File: config.mk
export PLATFORM = sky130hd
export DESIGN_NAME = sccc_char_ctrl
export DESIGN_NICKNAME = d
export VERILOG_FILES = /design/src/sccc_char_ctrl.v
export VERILOG_INCLUDE_DIRS = /design/src
export SDC_FILE = /design/constraint.sdc
export NUM_CORES = 1
export LEC_CHECK = 0
export ABC_AREA = 1
export BUFFER_PORTS_ARGS = -buffer_cell sky130_fd_sc_hd__clkbuf_2
export CAP_MARGIN = 20
export CORE_AREA = 2 2 137 139
export DETAILED_ROUTE_END_ITERATION = 12
export DIE_AREA = 0 0 139 141
export PLACE_DENSITY = 0.71
export SYNTH_ARGS = -nofsm -noshare
export SYNTH_HDL_FRONTEND = slang
export SYNTH_SLANG_ARGS = --single-unit
File: constraint.sdc
create_clock -name CLK_I -period 3.4 [get_ports CLK_I]
set_input_delay 0 -clock CLK_I [delete_from_list [all_inputs] [get_ports CLK_I]]
set_output_delay 0 -clock CLK_I [all_outputs]
set_load 0.05 [all_outputs]
File: src/sccc_consts.vh
// constants for the smart card character control block
`ifndef SCCC_CONSTS_VH
`define SCCC_CONSTS_VH
// ------------------------------------------------------------
// register indices (byte address is four times the index)
// ------------------------------------------------------------
`define SCCC_IDX_EXT_DIV 16'hFE10
`define SCCC_IDX_PARITY 16'hFE11
`define SCCC_IDX_CHAR 16'hFE12
`define SCCC_IDX_PROTO 16'hFE20
`define SCCC_IDX_HALF_ETU 16'hFE21
`define SCCC_IDX_STATUS 16'hFE22
`define SCCC_ADDR_W 18
// ------------------------------------------------------------
// reset values and writable masks
// ------------------------------------------------------------
`define SCCC_RST_EXT_DIV 6'h0C
`define SCCC_RST_PARITY 7'h00
`define SCCC_RST_CHAR 8'h2C
`define SCCC_MASK_CHAR 8'h7C
`define SCCC_RST_HALF_ETU 16'h0174
// ------------------------------------------------------------
// field positions
// ------------------------------------------------------------
`define SCCC_PAR_CHECK_DIS 6
`define SCCC_PAR_BREAK_GENERATE_DISABLE_DIS 5
`define SCCC_PAR_BREAK_DETECT_DISABLE_DIS 4
`define SCCC_PAR_REPEAT 3
`define SCCC_PAR_DROP 2
`define SCCC_PAR_INJECT 1
`define SCCC_PAR_FORCE 0
`define SCCC_CHR_EXPECT_TS 6
`define SCCC_CHR_DIRECT 5
`define SCCC_CHR_BRK_HI 4
`define SCCC_CHR_BRK_LO 3
// ------------------------------------------------------------
// character timeline in half-ETU steps, then the direct ts pattern and the divider minimum
// ------------------------------------------------------------
`define SCCC_H_PARITY_SMP 6'd19
`define SCCC_H_RX_DONE 6'd20
`define SCCC_H_BRK_START 6'd21
`define SCCC_H_BRK_SMP 6'd22
`define SCCC_H_TX_END 6'd24
`define SCCC_H_TX_BITS 6'd20
`define SCCC_H_DATA_FIRST 6'd3
`define SCCC_H_BRK_LEN_1 6'd2
`define SCCC_H_BRK_LEN_15 6'd3
`define SCCC_H_BRK_LEN_2 6'd4
`define SCCC_TS_DIRECT 8'h3B
`define SCCC_DIV_MIN 6'h01
`endif

File: src/sccc_char_ctrl.v
// smart card character control: card clock divider, t=0 parity/break, ts detection
//
// Added by the designer: the APB slave port.
`include "sccc_consts.vh"

module sccc_char_ctrl (
	input wire CLK_I,
	input wire RSTN_I,
	input wire PSEL_I,
	input wire PENABLE_I,
	input wire PWRITE_I,
	input wire [`SCCC_ADDR_W-1:0] PADDR_I,
	input wire [31:0] PWDATA_I,
	output reg [31:0] PRDATA_O,
	output reg PREADY_O,
	output reg PSLVERR_O,
	input wire IO_I,
	output reg IO_O,
	output reg IO_OE_O,
	output reg SCLK_O,
	input wire TX_VALID_I,
	input wire [7:0] TX_DATA_I,
	output reg TX_READY_O,
	output reg RX_VALID_O,
	output reg [7:0] RX_DATA_O,
	output reg RX_PERR_O
);

	localparam [1:0] ST_IDLE = 2'b00;
	localparam [1:0] ST_RX = 2'b01;
	localparam [1:0] ST_TX = 2'b10;

	// ------------------------------------------------------------
	// registers
	// ------------------------------------------------------------
	reg [5:0] ext_div;
	reg [6:0] par_ctl;
	reg [7:0] chr_ctl;
	reg proto_t1;
	reg [15:0] half_etu;
	reg stat_perr;
	reg stat_brk;

	// line engine state
	reg [1:0] state;
	reg [5:0] div_cnt;
	reg tick;
	reg [15:0] tick_cnt;
	reg [5:0] half;
	reg [8:0] rx_sh;
	reg [9:0] tx_frame;
	reg io_prev;
	reg rx_bad;
	reg brk_on;
	reg brk_seen;
	reg [5:0] brk_end;

	// word index and the completing edge of an access
	wire [15:0] idx = PADDR_I[`SCCC_ADDR_W-1:2];
	wire apb_go = PSEL_I && PENABLE_I && PREADY_O;
	wire wr_go = apb_go && PWRITE_I;
	wire is_t0 = ~proto_t1;
	wire direct = chr_ctl[`SCCC_CHR_DIRECT];
	// one pulse per half etu, counted in divider ticks
	wire half_step = tick && (tick_cnt >= half_etu - 16'h0001);
	// number of the half step that the next half_step pulse completes
	wire [5:0] half_nx = half + 6'h01;
	// mid-bit sample points: odd half steps from the first data bit to parity
	wire rx_smp = half_nx[0] && (half_nx >= `SCCC_H_DATA_FIRST) &&
		(half_nx <= `SCCC_H_PARITY_SMP);
	wire [1:0] brk_sel = chr_ctl[`SCCC_CHR_BRK_HI:`SCCC_CHR_BRK_LO];
	wire [5:0] div_eff = (ext_div == 6'h00) ? `SCCC_DIV_MIN : ext_div;

	// ------------------------------------------------------------
	// convention helpers
	// ------------------------------------------------------------
	// inverse convention: line level inverted and most significant bit first
	function [7:0] conv;
		input [7:0] d;
		input dir;
		integer i;
		begin
			for (i = 0; i < 8; i = i + 1) begin
				conv[i] = dir ? d[i] : ~d[7-i];
			end
		end
	endfunction

	// raw pattern of a direct-convention ts, as the line is sampled
	wire ts_direct = (rx_sh[7:0] == `SCCC_TS_DIRECT);
	// a pending ts is decoded in the convention it announces, not the old one
	wire rx_dir = chr_ctl[`SCCC_CHR_EXPECT_TS] ? ts_direct : direct;

	// logical value of the received character and its parity bit
	wire [7:0] rx_data = conv(rx_sh[7:0], rx_dir);
	wire rx_par = rx_dir ? rx_sh[8] : ~rx_sh[8];
	wire par_dis = par_ctl[`SCCC_PAR_CHECK_DIS];
	wire rx_perr = ~par_dis &&
		((^{rx_data, rx_par}) || par_ctl[`SCCC_PAR_FORCE]);

	// break length in half-ETU steps; the reserved code acts like two etu
	reg [5:0] brk_len;
	always @* begin
		case (brk_sel)
			2'b00: brk_len = `SCCC_H_BRK_LEN_1;
			2'b01: brk_len = `SCCC_H_BRK_LEN_15;
			default: brk_len = `SCCC_H_BRK_LEN_2;
		endcase
	end

	// ------------------------------------------------------------
	// apb slave: one wait state, decode by word index
	// ------------------------------------------------------------
	reg [31:0] rd_mux;
	reg rd_hit;
	always @* begin
		rd_mux = 32'h0000_0000;
		rd_hit = 1'b1;
		case (idx)
			`SCCC_IDX_EXT_DIV: rd_mux = {26'h0, ext_div};
			`SCCC_IDX_PARITY: rd_mux = {25'h0, par_ctl};
			`SCCC_IDX_CHAR: rd_mux = {24'h0, chr_ctl};
			`SCCC_IDX_PROTO: rd_mux = {31'h0, proto_t1};
			`SCCC_IDX_HALF_ETU: rd_mux = {16'h0, half_etu};
			`SCCC_IDX_STATUS: rd_mux = {29'h0, (state != ST_IDLE), stat_brk, stat_perr};
			default: rd_hit = 1'b0;
		endcase
	end

	// answer is raised once per access phase and dropped after the completing edge
	always @(posedge CLK_I or negedge RSTN_I) begin
		if (!RSTN_I) begin
			PREADY_O <= 1'b0;
			PSLVERR_O <= 1'b0;
			PRDATA_O <= 32'h0000_0000;
		end else if (PSEL_I && PENABLE_I && !PREADY_O) begin
			PREADY_O <= 1'b1;
			PSLVERR_O <= ~rd_hit;
			PRDATA_O <= PWRITE_I ? 32'h0000_0000 : rd_mux;
		end else begin
			PREADY_O <= 1'b0;
			PSLVERR_O <= 1'b0;
		end
	end

	// ------------------------------------------------------------
	// software-written configuration
	// ------------------------------------------------------------
	always @(posedge CLK_I or negedge RSTN_I) begin
		if (!RSTN_I) begin
			ext_div <= `SCCC_RST_EXT_DIV;
			par_ctl <= `SCCC_RST_PARITY;
			proto_t1 <= 1'b0;
			half_etu <= `SCCC_RST_HALF_ETU;
		end else if (wr_go) begin
			case (idx)
				`SCCC_IDX_EXT_DIV: ext_div <= PWDATA_I[5:0];
				`SCCC_IDX_PARITY: par_ctl <= PWDATA_I[6:0];
				`SCCC_IDX_PROTO: proto_t1 <= PWDATA_I[0];
				`SCCC_IDX_HALF_ETU: half_etu <= PWDATA_I[15:0];
				// unmapped or read-only index: nothing changes
				default: ext_div <= ext_div;
			endcase
		end
	end

	// character control: hardware ts result wins over a same-cycle write
	always @(posedge CLK_I or negedge RSTN_I) begin
		if (!RSTN_I) begin
			chr_ctl <= `SCCC_RST_CHAR;
		end else begin
			if (wr_go && idx == `SCCC_IDX_CHAR) begin
				chr_ctl <= PWDATA_I[7:0] & `SCCC_MASK_CHAR;
			end
			// decide once all nine bits are shifted in, so rx_sh holds the ts itself
			if (state == ST_RX && half_step && half_nx == `SCCC_H_RX_DONE &&
				chr_ctl[`SCCC_CHR_EXPECT_TS]) begin
				chr_ctl[`SCCC_CHR_EXPECT_TS] <= 1'b0;
				chr_ctl[`SCCC_CHR_DIRECT] <= ts_direct;
			end
		end
	end

	// ------------------------------------------------------------
	// card clock divider
	// ------------------------------------------------------------
	// reload only at terminal count so a new value never shortens a phase
	always @(posedge CLK_I or negedge RSTN_I) begin
		if (!RSTN_I) begin
			div_cnt <= 6'h00;
			tick <= 1'b0;
			SCLK_O <= 1'b0;
		end else if (div_cnt == 6'h00) begin
			div_cnt <= div_eff;
			tick <= 1'b1;
			SCLK_O <= ~SCLK_O;
		end else begin
			div_cnt <= div_cnt - 6'h01;
			tick <= 1'b0;
		end
	end

	// ------------------------------------------------------------
	// character engine (half duplex: receive or transmit)
	// ------------------------------------------------------------
	always @(posedge CLK_I or negedge RSTN_I) begin
		if (!RSTN_I) begin
			state <= ST_IDLE;
			tick_cnt <= 16'h0000;
			half <= 6'h00;
			rx_sh <= 9'h000;
			tx_frame <= 10'h3FF;
			io_prev <= 1'b1;
			rx_bad <= 1'b0;
			brk_on <= 1'b0;
			brk_seen <= 1'b0;
			brk_end <= 6'h00;
			stat_perr <= 1'b0;
			stat_brk <= 1'b0;
			IO_O <= 1'b1;
			IO_OE_O <= 1'b0;
			TX_READY_O <= 1'b0;
			RX_VALID_O <= 1'b0;
			RX_DATA_O <= 8'h00;
			RX_PERR_O <= 1'b0;
		end else begin
			io_prev <= IO_I;
			RX_VALID_O <= 1'b0;
			if (half_step) begin
				tick_cnt <= 16'h0000;
			end else if (tick) begin
				tick_cnt <= tick_cnt + 16'h0001;
			end
			case (state)
				ST_IDLE: begin
					IO_OE_O <= 1'b0;
					IO_O <= 1'b1;
					half <= 6'h00;
					tick_cnt <= 16'h0000;
					brk_on <= 1'b0;
					brk_seen <= 1'b0;
					if (io_prev && !IO_I) begin
						// start-bit edge from the card
						state <= ST_RX;
						TX_READY_O <= 1'b0;
					end else if (TX_READY_O && TX_VALID_I) begin
						state <= ST_TX;
						TX_READY_O <= 1'b0;
						tx_frame <= {(^TX_DATA_I) ^ par_ctl[`SCCC_PAR_INJECT] ^ ~direct,
							conv(TX_DATA_I, direct), 1'b0};
					end else begin
						// offered only while the line is quiet: half duplex
						TX_READY_O <= 1'b1;
					end
				end
				ST_RX: begin
					if (half_step) begin
						half <= half + 6'h01;
						// sample mid-bit; a pulse completes step half_nx, not step half
						if (rx_smp) begin
							rx_sh <= {IO_I, rx_sh[8:1]};
						end
						// 10 etu: all nine bits are in, hand the character over
						if (half_nx == `SCCC_H_RX_DONE) begin
							rx_bad <= rx_perr;
							stat_perr <= rx_perr;
							RX_PERR_O <= rx_perr;
							RX_DATA_O <= rx_data;
							// drop only in t=0 with checking enabled
							RX_VALID_O <= ~(rx_perr && is_t0 &&
								par_ctl[`SCCC_PAR_DROP]);
						end
						// 10.5 etu: pull the line low if the character was bad
						if (half_nx == `SCCC_H_BRK_START) begin
							if (rx_bad && is_t0 && !par_ctl[`SCCC_PAR_BREAK_GENERATE_DISABLE_DIS]) begin
								brk_on <= 1'b1;
								IO_OE_O <= 1'b1;
								IO_O <= 1'b0;
								brk_end <= `SCCC_H_BRK_START + brk_len;
							end else begin
								state <= ST_IDLE;
							end
						end
						// release once the selected length has run out
						if (brk_on && half_nx == brk_end) begin
							IO_OE_O <= 1'b0;
							IO_O <= 1'b1;
							state <= ST_IDLE;
						end
					end
				end
				ST_TX: begin
					// open drain: drive only the low bits of the frame
					if (half < `SCCC_H_TX_BITS) begin
						IO_OE_O <= ~tx_frame[half[4:1]];
						IO_O <= tx_frame[half[4:1]];
					end else begin
						IO_OE_O <= 1'b0;
						IO_O <= 1'b1;
					end
					if (half_step) begin
						half <= half + 6'h01;
						// 11 etu: a card break holds the line low here
						if (half_nx == `SCCC_H_BRK_SMP && is_t0 &&
							!par_ctl[`SCCC_PAR_BREAK_DETECT_DISABLE_DIS]) begin
							brk_seen <= ~IO_I;
						end
						// frame over: a detected break in t=0 sends the same frame again when the repeat bit is set
						if (half_nx == `SCCC_H_TX_END) begin
							stat_brk <= brk_seen;
							half <= 6'h00;
							brk_seen <= 1'b0;
							if (!(brk_seen && par_ctl[`SCCC_PAR_REPEAT])) begin
								state <= ST_IDLE;
							end
						end
					end
				end
				default: state <= ST_IDLE;
			endcase
		end
	end

endmodule

==> results.cfg <==
[sta]
max_freq_ghz = 0.2951
setup_slack_ps = 10.78
final.period_utilization = 0.9968
timing.slew.headroom = 0.4935
period_minus_slack_ps = 3389
worst_pin_slew_ps = 759.8
finalHoldViolations = 0
rsz0062_at_grt = true
slew_violations = 0
setup_viol = 0
skew_ps = 5.589
holdWs_ps = 48.16

[critical_path]
crit_slowest_cell = dfrtp_1
end_kind = register
worstPathMaxFanout = 4
cpMostUsedCell = nand2_1
worstPathArrival_ps = 3690
crit_type = reg2reg
critPathMaxStageDelay_ps = 400
start_kind = register
crit_family = simple AND/OR/NAND/NOR gates
cp_num_buf_inv = 6
required_ps = 3700
cp_cell_sequence = inv_2 -> ha_4 -> nand2_1 -> nor2_1 -> inv_1 -> nor2_2 -> inv_2 -> nor4_4 -> nand2_1 -> nor2_2 -> xor2_1 -> inv_1 -> ha_4 -> nand4_1 -> nor3_2 -> nand3_1 -> nand3_2 -> nand2_4 -> buf_6 -> o21ai_4 -> nand2_2 -> buf_6 -> nand2_1 -> o31ai_2

[place]
gp_congestion = 0.8748
io_buffer_count = 78
dpl.hpwl_um = 12660
dp_slack_ps = -197.4

[routing]
drt_iter0_markers = 440
met1_length_um = 7697
dr.pass1.iters = 6
drcViolationCount = 0
wl_met2_um = 8908
top_layer = met4
wire_per_inst_um = 14.03
ant_nets = 0
wl_um = 17760
met3_length_um = 891
vias = 6310
via_per_inst = 4.984

[hold_path]
min_path_type = in2reg

[logic_synthesis]
synthSimpleGateAreaFrac = 0.2240
yosys.area_share.adder = 0.04828
synth_xor_area_frac = 0.04915
synth_compound_area_frac = 0.1376
syn-cell-area_mm2 = 0.007256
synth_seq_cells = 125
synth_area_per_cell_um2 = 8.226
ys_seq_area_frac = 0.4349
syn-instance-count = 882
ys_async_sr_fraction = 1.000
synth_ff_type = dfrtp_1
synth.area.top_cells = dfrtp_1 36%, nand2_1 10%, dfstp_2 8.0%
synth_edf_count = 0
synth_cell_types = 47
synth_top_family_by_area = simple AND/OR/NAND/NOR gates
synth_top_area_frac = 0.3552
synth_mux_area_frac = 0.01535
yosysTopAreaCell = dfrtp_1
synth.yosys.warnings = 0

[die]
die_area_mm2 = 0.01960
start_util = 0.3972
fp.dieW_um = 139
rows = 50
core_mm2 = 0.01827
die_y_um = 141
ioPinCount = 113

[grt]
grt_pass1_wl_um = 28970
grt_use_total = 0.1827
grt_max_degree = 68
antenna_found_initial = 0
grt_pass1_vias = 6055
gr-total-overflow = 0

[cells_and_area]
post-route-util = 0.5001
diodes = 0
drive_above_1_share = 0.2384
syn2layout_area_growth_pct = 25.90
nets = 1112

[clocking]
cts_buffers = 17
cts-root-buf = clkbuf_16
clk_transition_reported_paths_ps = 60
clk_latency_ps = 430
cts.sinks = 125
tritoncts = built
cts.htree.levels = 4
clockBufferDepth = 2

[power]
ir_drop_mv = 0.3630
leakage_nw = 4.443
cellPowerDensity_mw_per_mm2 = 511.6

[status]
status = finished clean

[job]
drv_cap = 0
[power by group]
part | internal, mW | switching (mW)
Combinational | 0.350 | 0.676
Clock | 1.19 | 0.679
Sequential | 1.68 | 0.107
Total | 3.21 | 1.46
[sequential cells by signal (all words and copies together) (netlist names), 6 cells and up]
register,flops
RX_DATA_O,8
div_cnt,6
rx_sh,9
PRDATA_O,16
half,6
tick_cnt,16
par_ctl,7
ext_div,6
half_etu,16
tx_frame,10
[routing by layer]
metal	up-vias	GRT usage
met5	-	0
met4	0	0.06167
met3	25	0.04212
met2	166	0.3078
met1	2972	0.2329
li1	3147	-
[what timing repair did]
action                                  CTS  global route
buffers inserted                          1             9
hold buffers                             35             0
pin swaps                                 1            11
gates resized for setup                   3            46
hold endpoints to repair                107             0
endpoints found under the setup margin   32            41
[metrics by stage]
| stage | setup TNS, ps | instances | power [mW] | cell area (um^2) |
|---|---|---|---|---|
| final | 0 | 1266 | 4.674 | 9135 |
| after global routing | -6932 | 1266 | 4.926 | 9135 |
| after CTS | 0 | 1257 | 4.640 | 8884 |
| after detailed placement | -3239 | 1189 | 2.727 | 7910 |
| after global placement | -90.00 | 1189 | 2.703 | 7910 |
| after floorplan | 0 | 897 | 2.442 | 7312 |
[cells in the final DEF (no fill, tap or decap), types with 4 or more instances in the layout]
cell | Yosys | layout
o21ai_0 | 94 | 90
clkinv_2 | 0 | 4
o22ai_1 | 14 | 14
nor3_2 | 6 | 8
buf_4 | 18 | 15
o21ai_1 | 8 | 10
clkbuf_16 | 0 | 17
mux2_2 | 9 | 9
o211ai_1 | 8 | 8
nand3_1 | 46 | 43
nand3_2 | 6 | 9
inv_1 | 114 | 107
dfstp_2 | 22 | 22
nand4_1 | 9 | 9
xor2_1 | 23 | 23
conb_1 | 1 | 16
nor2_4 | 4 | 7
nand2_2 | 13 | 14
nor2_1 | 45 | 42
a21oi_1 | 21 | 19
dlygate4sd3_1 | 0 | 35
xnor2_1 | 14 | 14
o31ai_1 | 7 | 5
dfrtp_1 | 103 | 103
nor3_1 | 9 | 6
o21ai_2 | 8 | 9
clkbuf_2 | 0 | 77
inv_2 | 7 | 12
nor2_2 | 7 | 7
ha_1 | 28 | 25
nand2_1 | 202 | 199
[path summary, 6_finish.rpt]
kind	start	end	slack [ps]	depth (start not counted)
min	PADDR_I[2]	proto_t1	50	5
max in group asynchronous	RSTN_I	tx_frame[3]	2370	3
min in group asynchronous	RSTN_I	tick_cnt[14]	180	2
max	half_etu[0]	half[5]	10	24
max reg2reg	half_etu[0]	half[5]	10	24
min reg2reg	tx_frame[0]	tx_frame[0]	450	2
[layout make-up]
| type | instances | area [um^2] |
|---|---|---|
| Fill cell | 1689 | 9133 |
| Multi-Input combinational cell | 620 | 3687 |
| Sequential cell | 125 | 3156 |
| Timing Repair Buffer | 132 | 930.9 |
| Inverter | 123 | 466.7 |
| Clock buffer | 21 | 460.4 |
| Tap cell | 234 | 292.8 |
| Clock inverter | 11 | 141.4 |
[Yosys cell counts (7+ instances only)]
master / n
nand2_1: 202
inv_1: 114
dfrtp_1: 103
o21ai_0: 94
nand3_1: 46
nor2_1: 45
ha_1: 28
xor2_1: 23
dfstp_2: 22
a21oi_1: 21
buf_4: 18
o22ai_1: 14
xnor2_1: 14
nand2_2: 13
mux2_2: 9
nand4_1: 9
nor3_1: 9
clkbuf_1: 8
o211ai_1: 8
o21ai_1: 8
o21ai_2: 8
inv_2: 7
nor2_2: 7
o31ai_1: 7
[cells by family (layout without fill, tap and decap cells)]
family / count (synthesis) / count (layout)
muxes: 10 / 10
adders and majority gates: 28 / 28
xor gates and xnor gates: 39 / 39
AOI/OAI and AO/OA: 173 / 173
DFF: 125 / 125
other: 1 / 16
buffers and inverters: 152 / 287
and+or+nand+nor: 354 / 354
[tightest hold or removal path, cell delays in order]
cell,delay (ps)
clkbuf_2,90
nor2_1,60
nand2_1,110
nor2_1,60
mux2i_1,110
No activity file was read; power rests on OpenSTA's default activity.
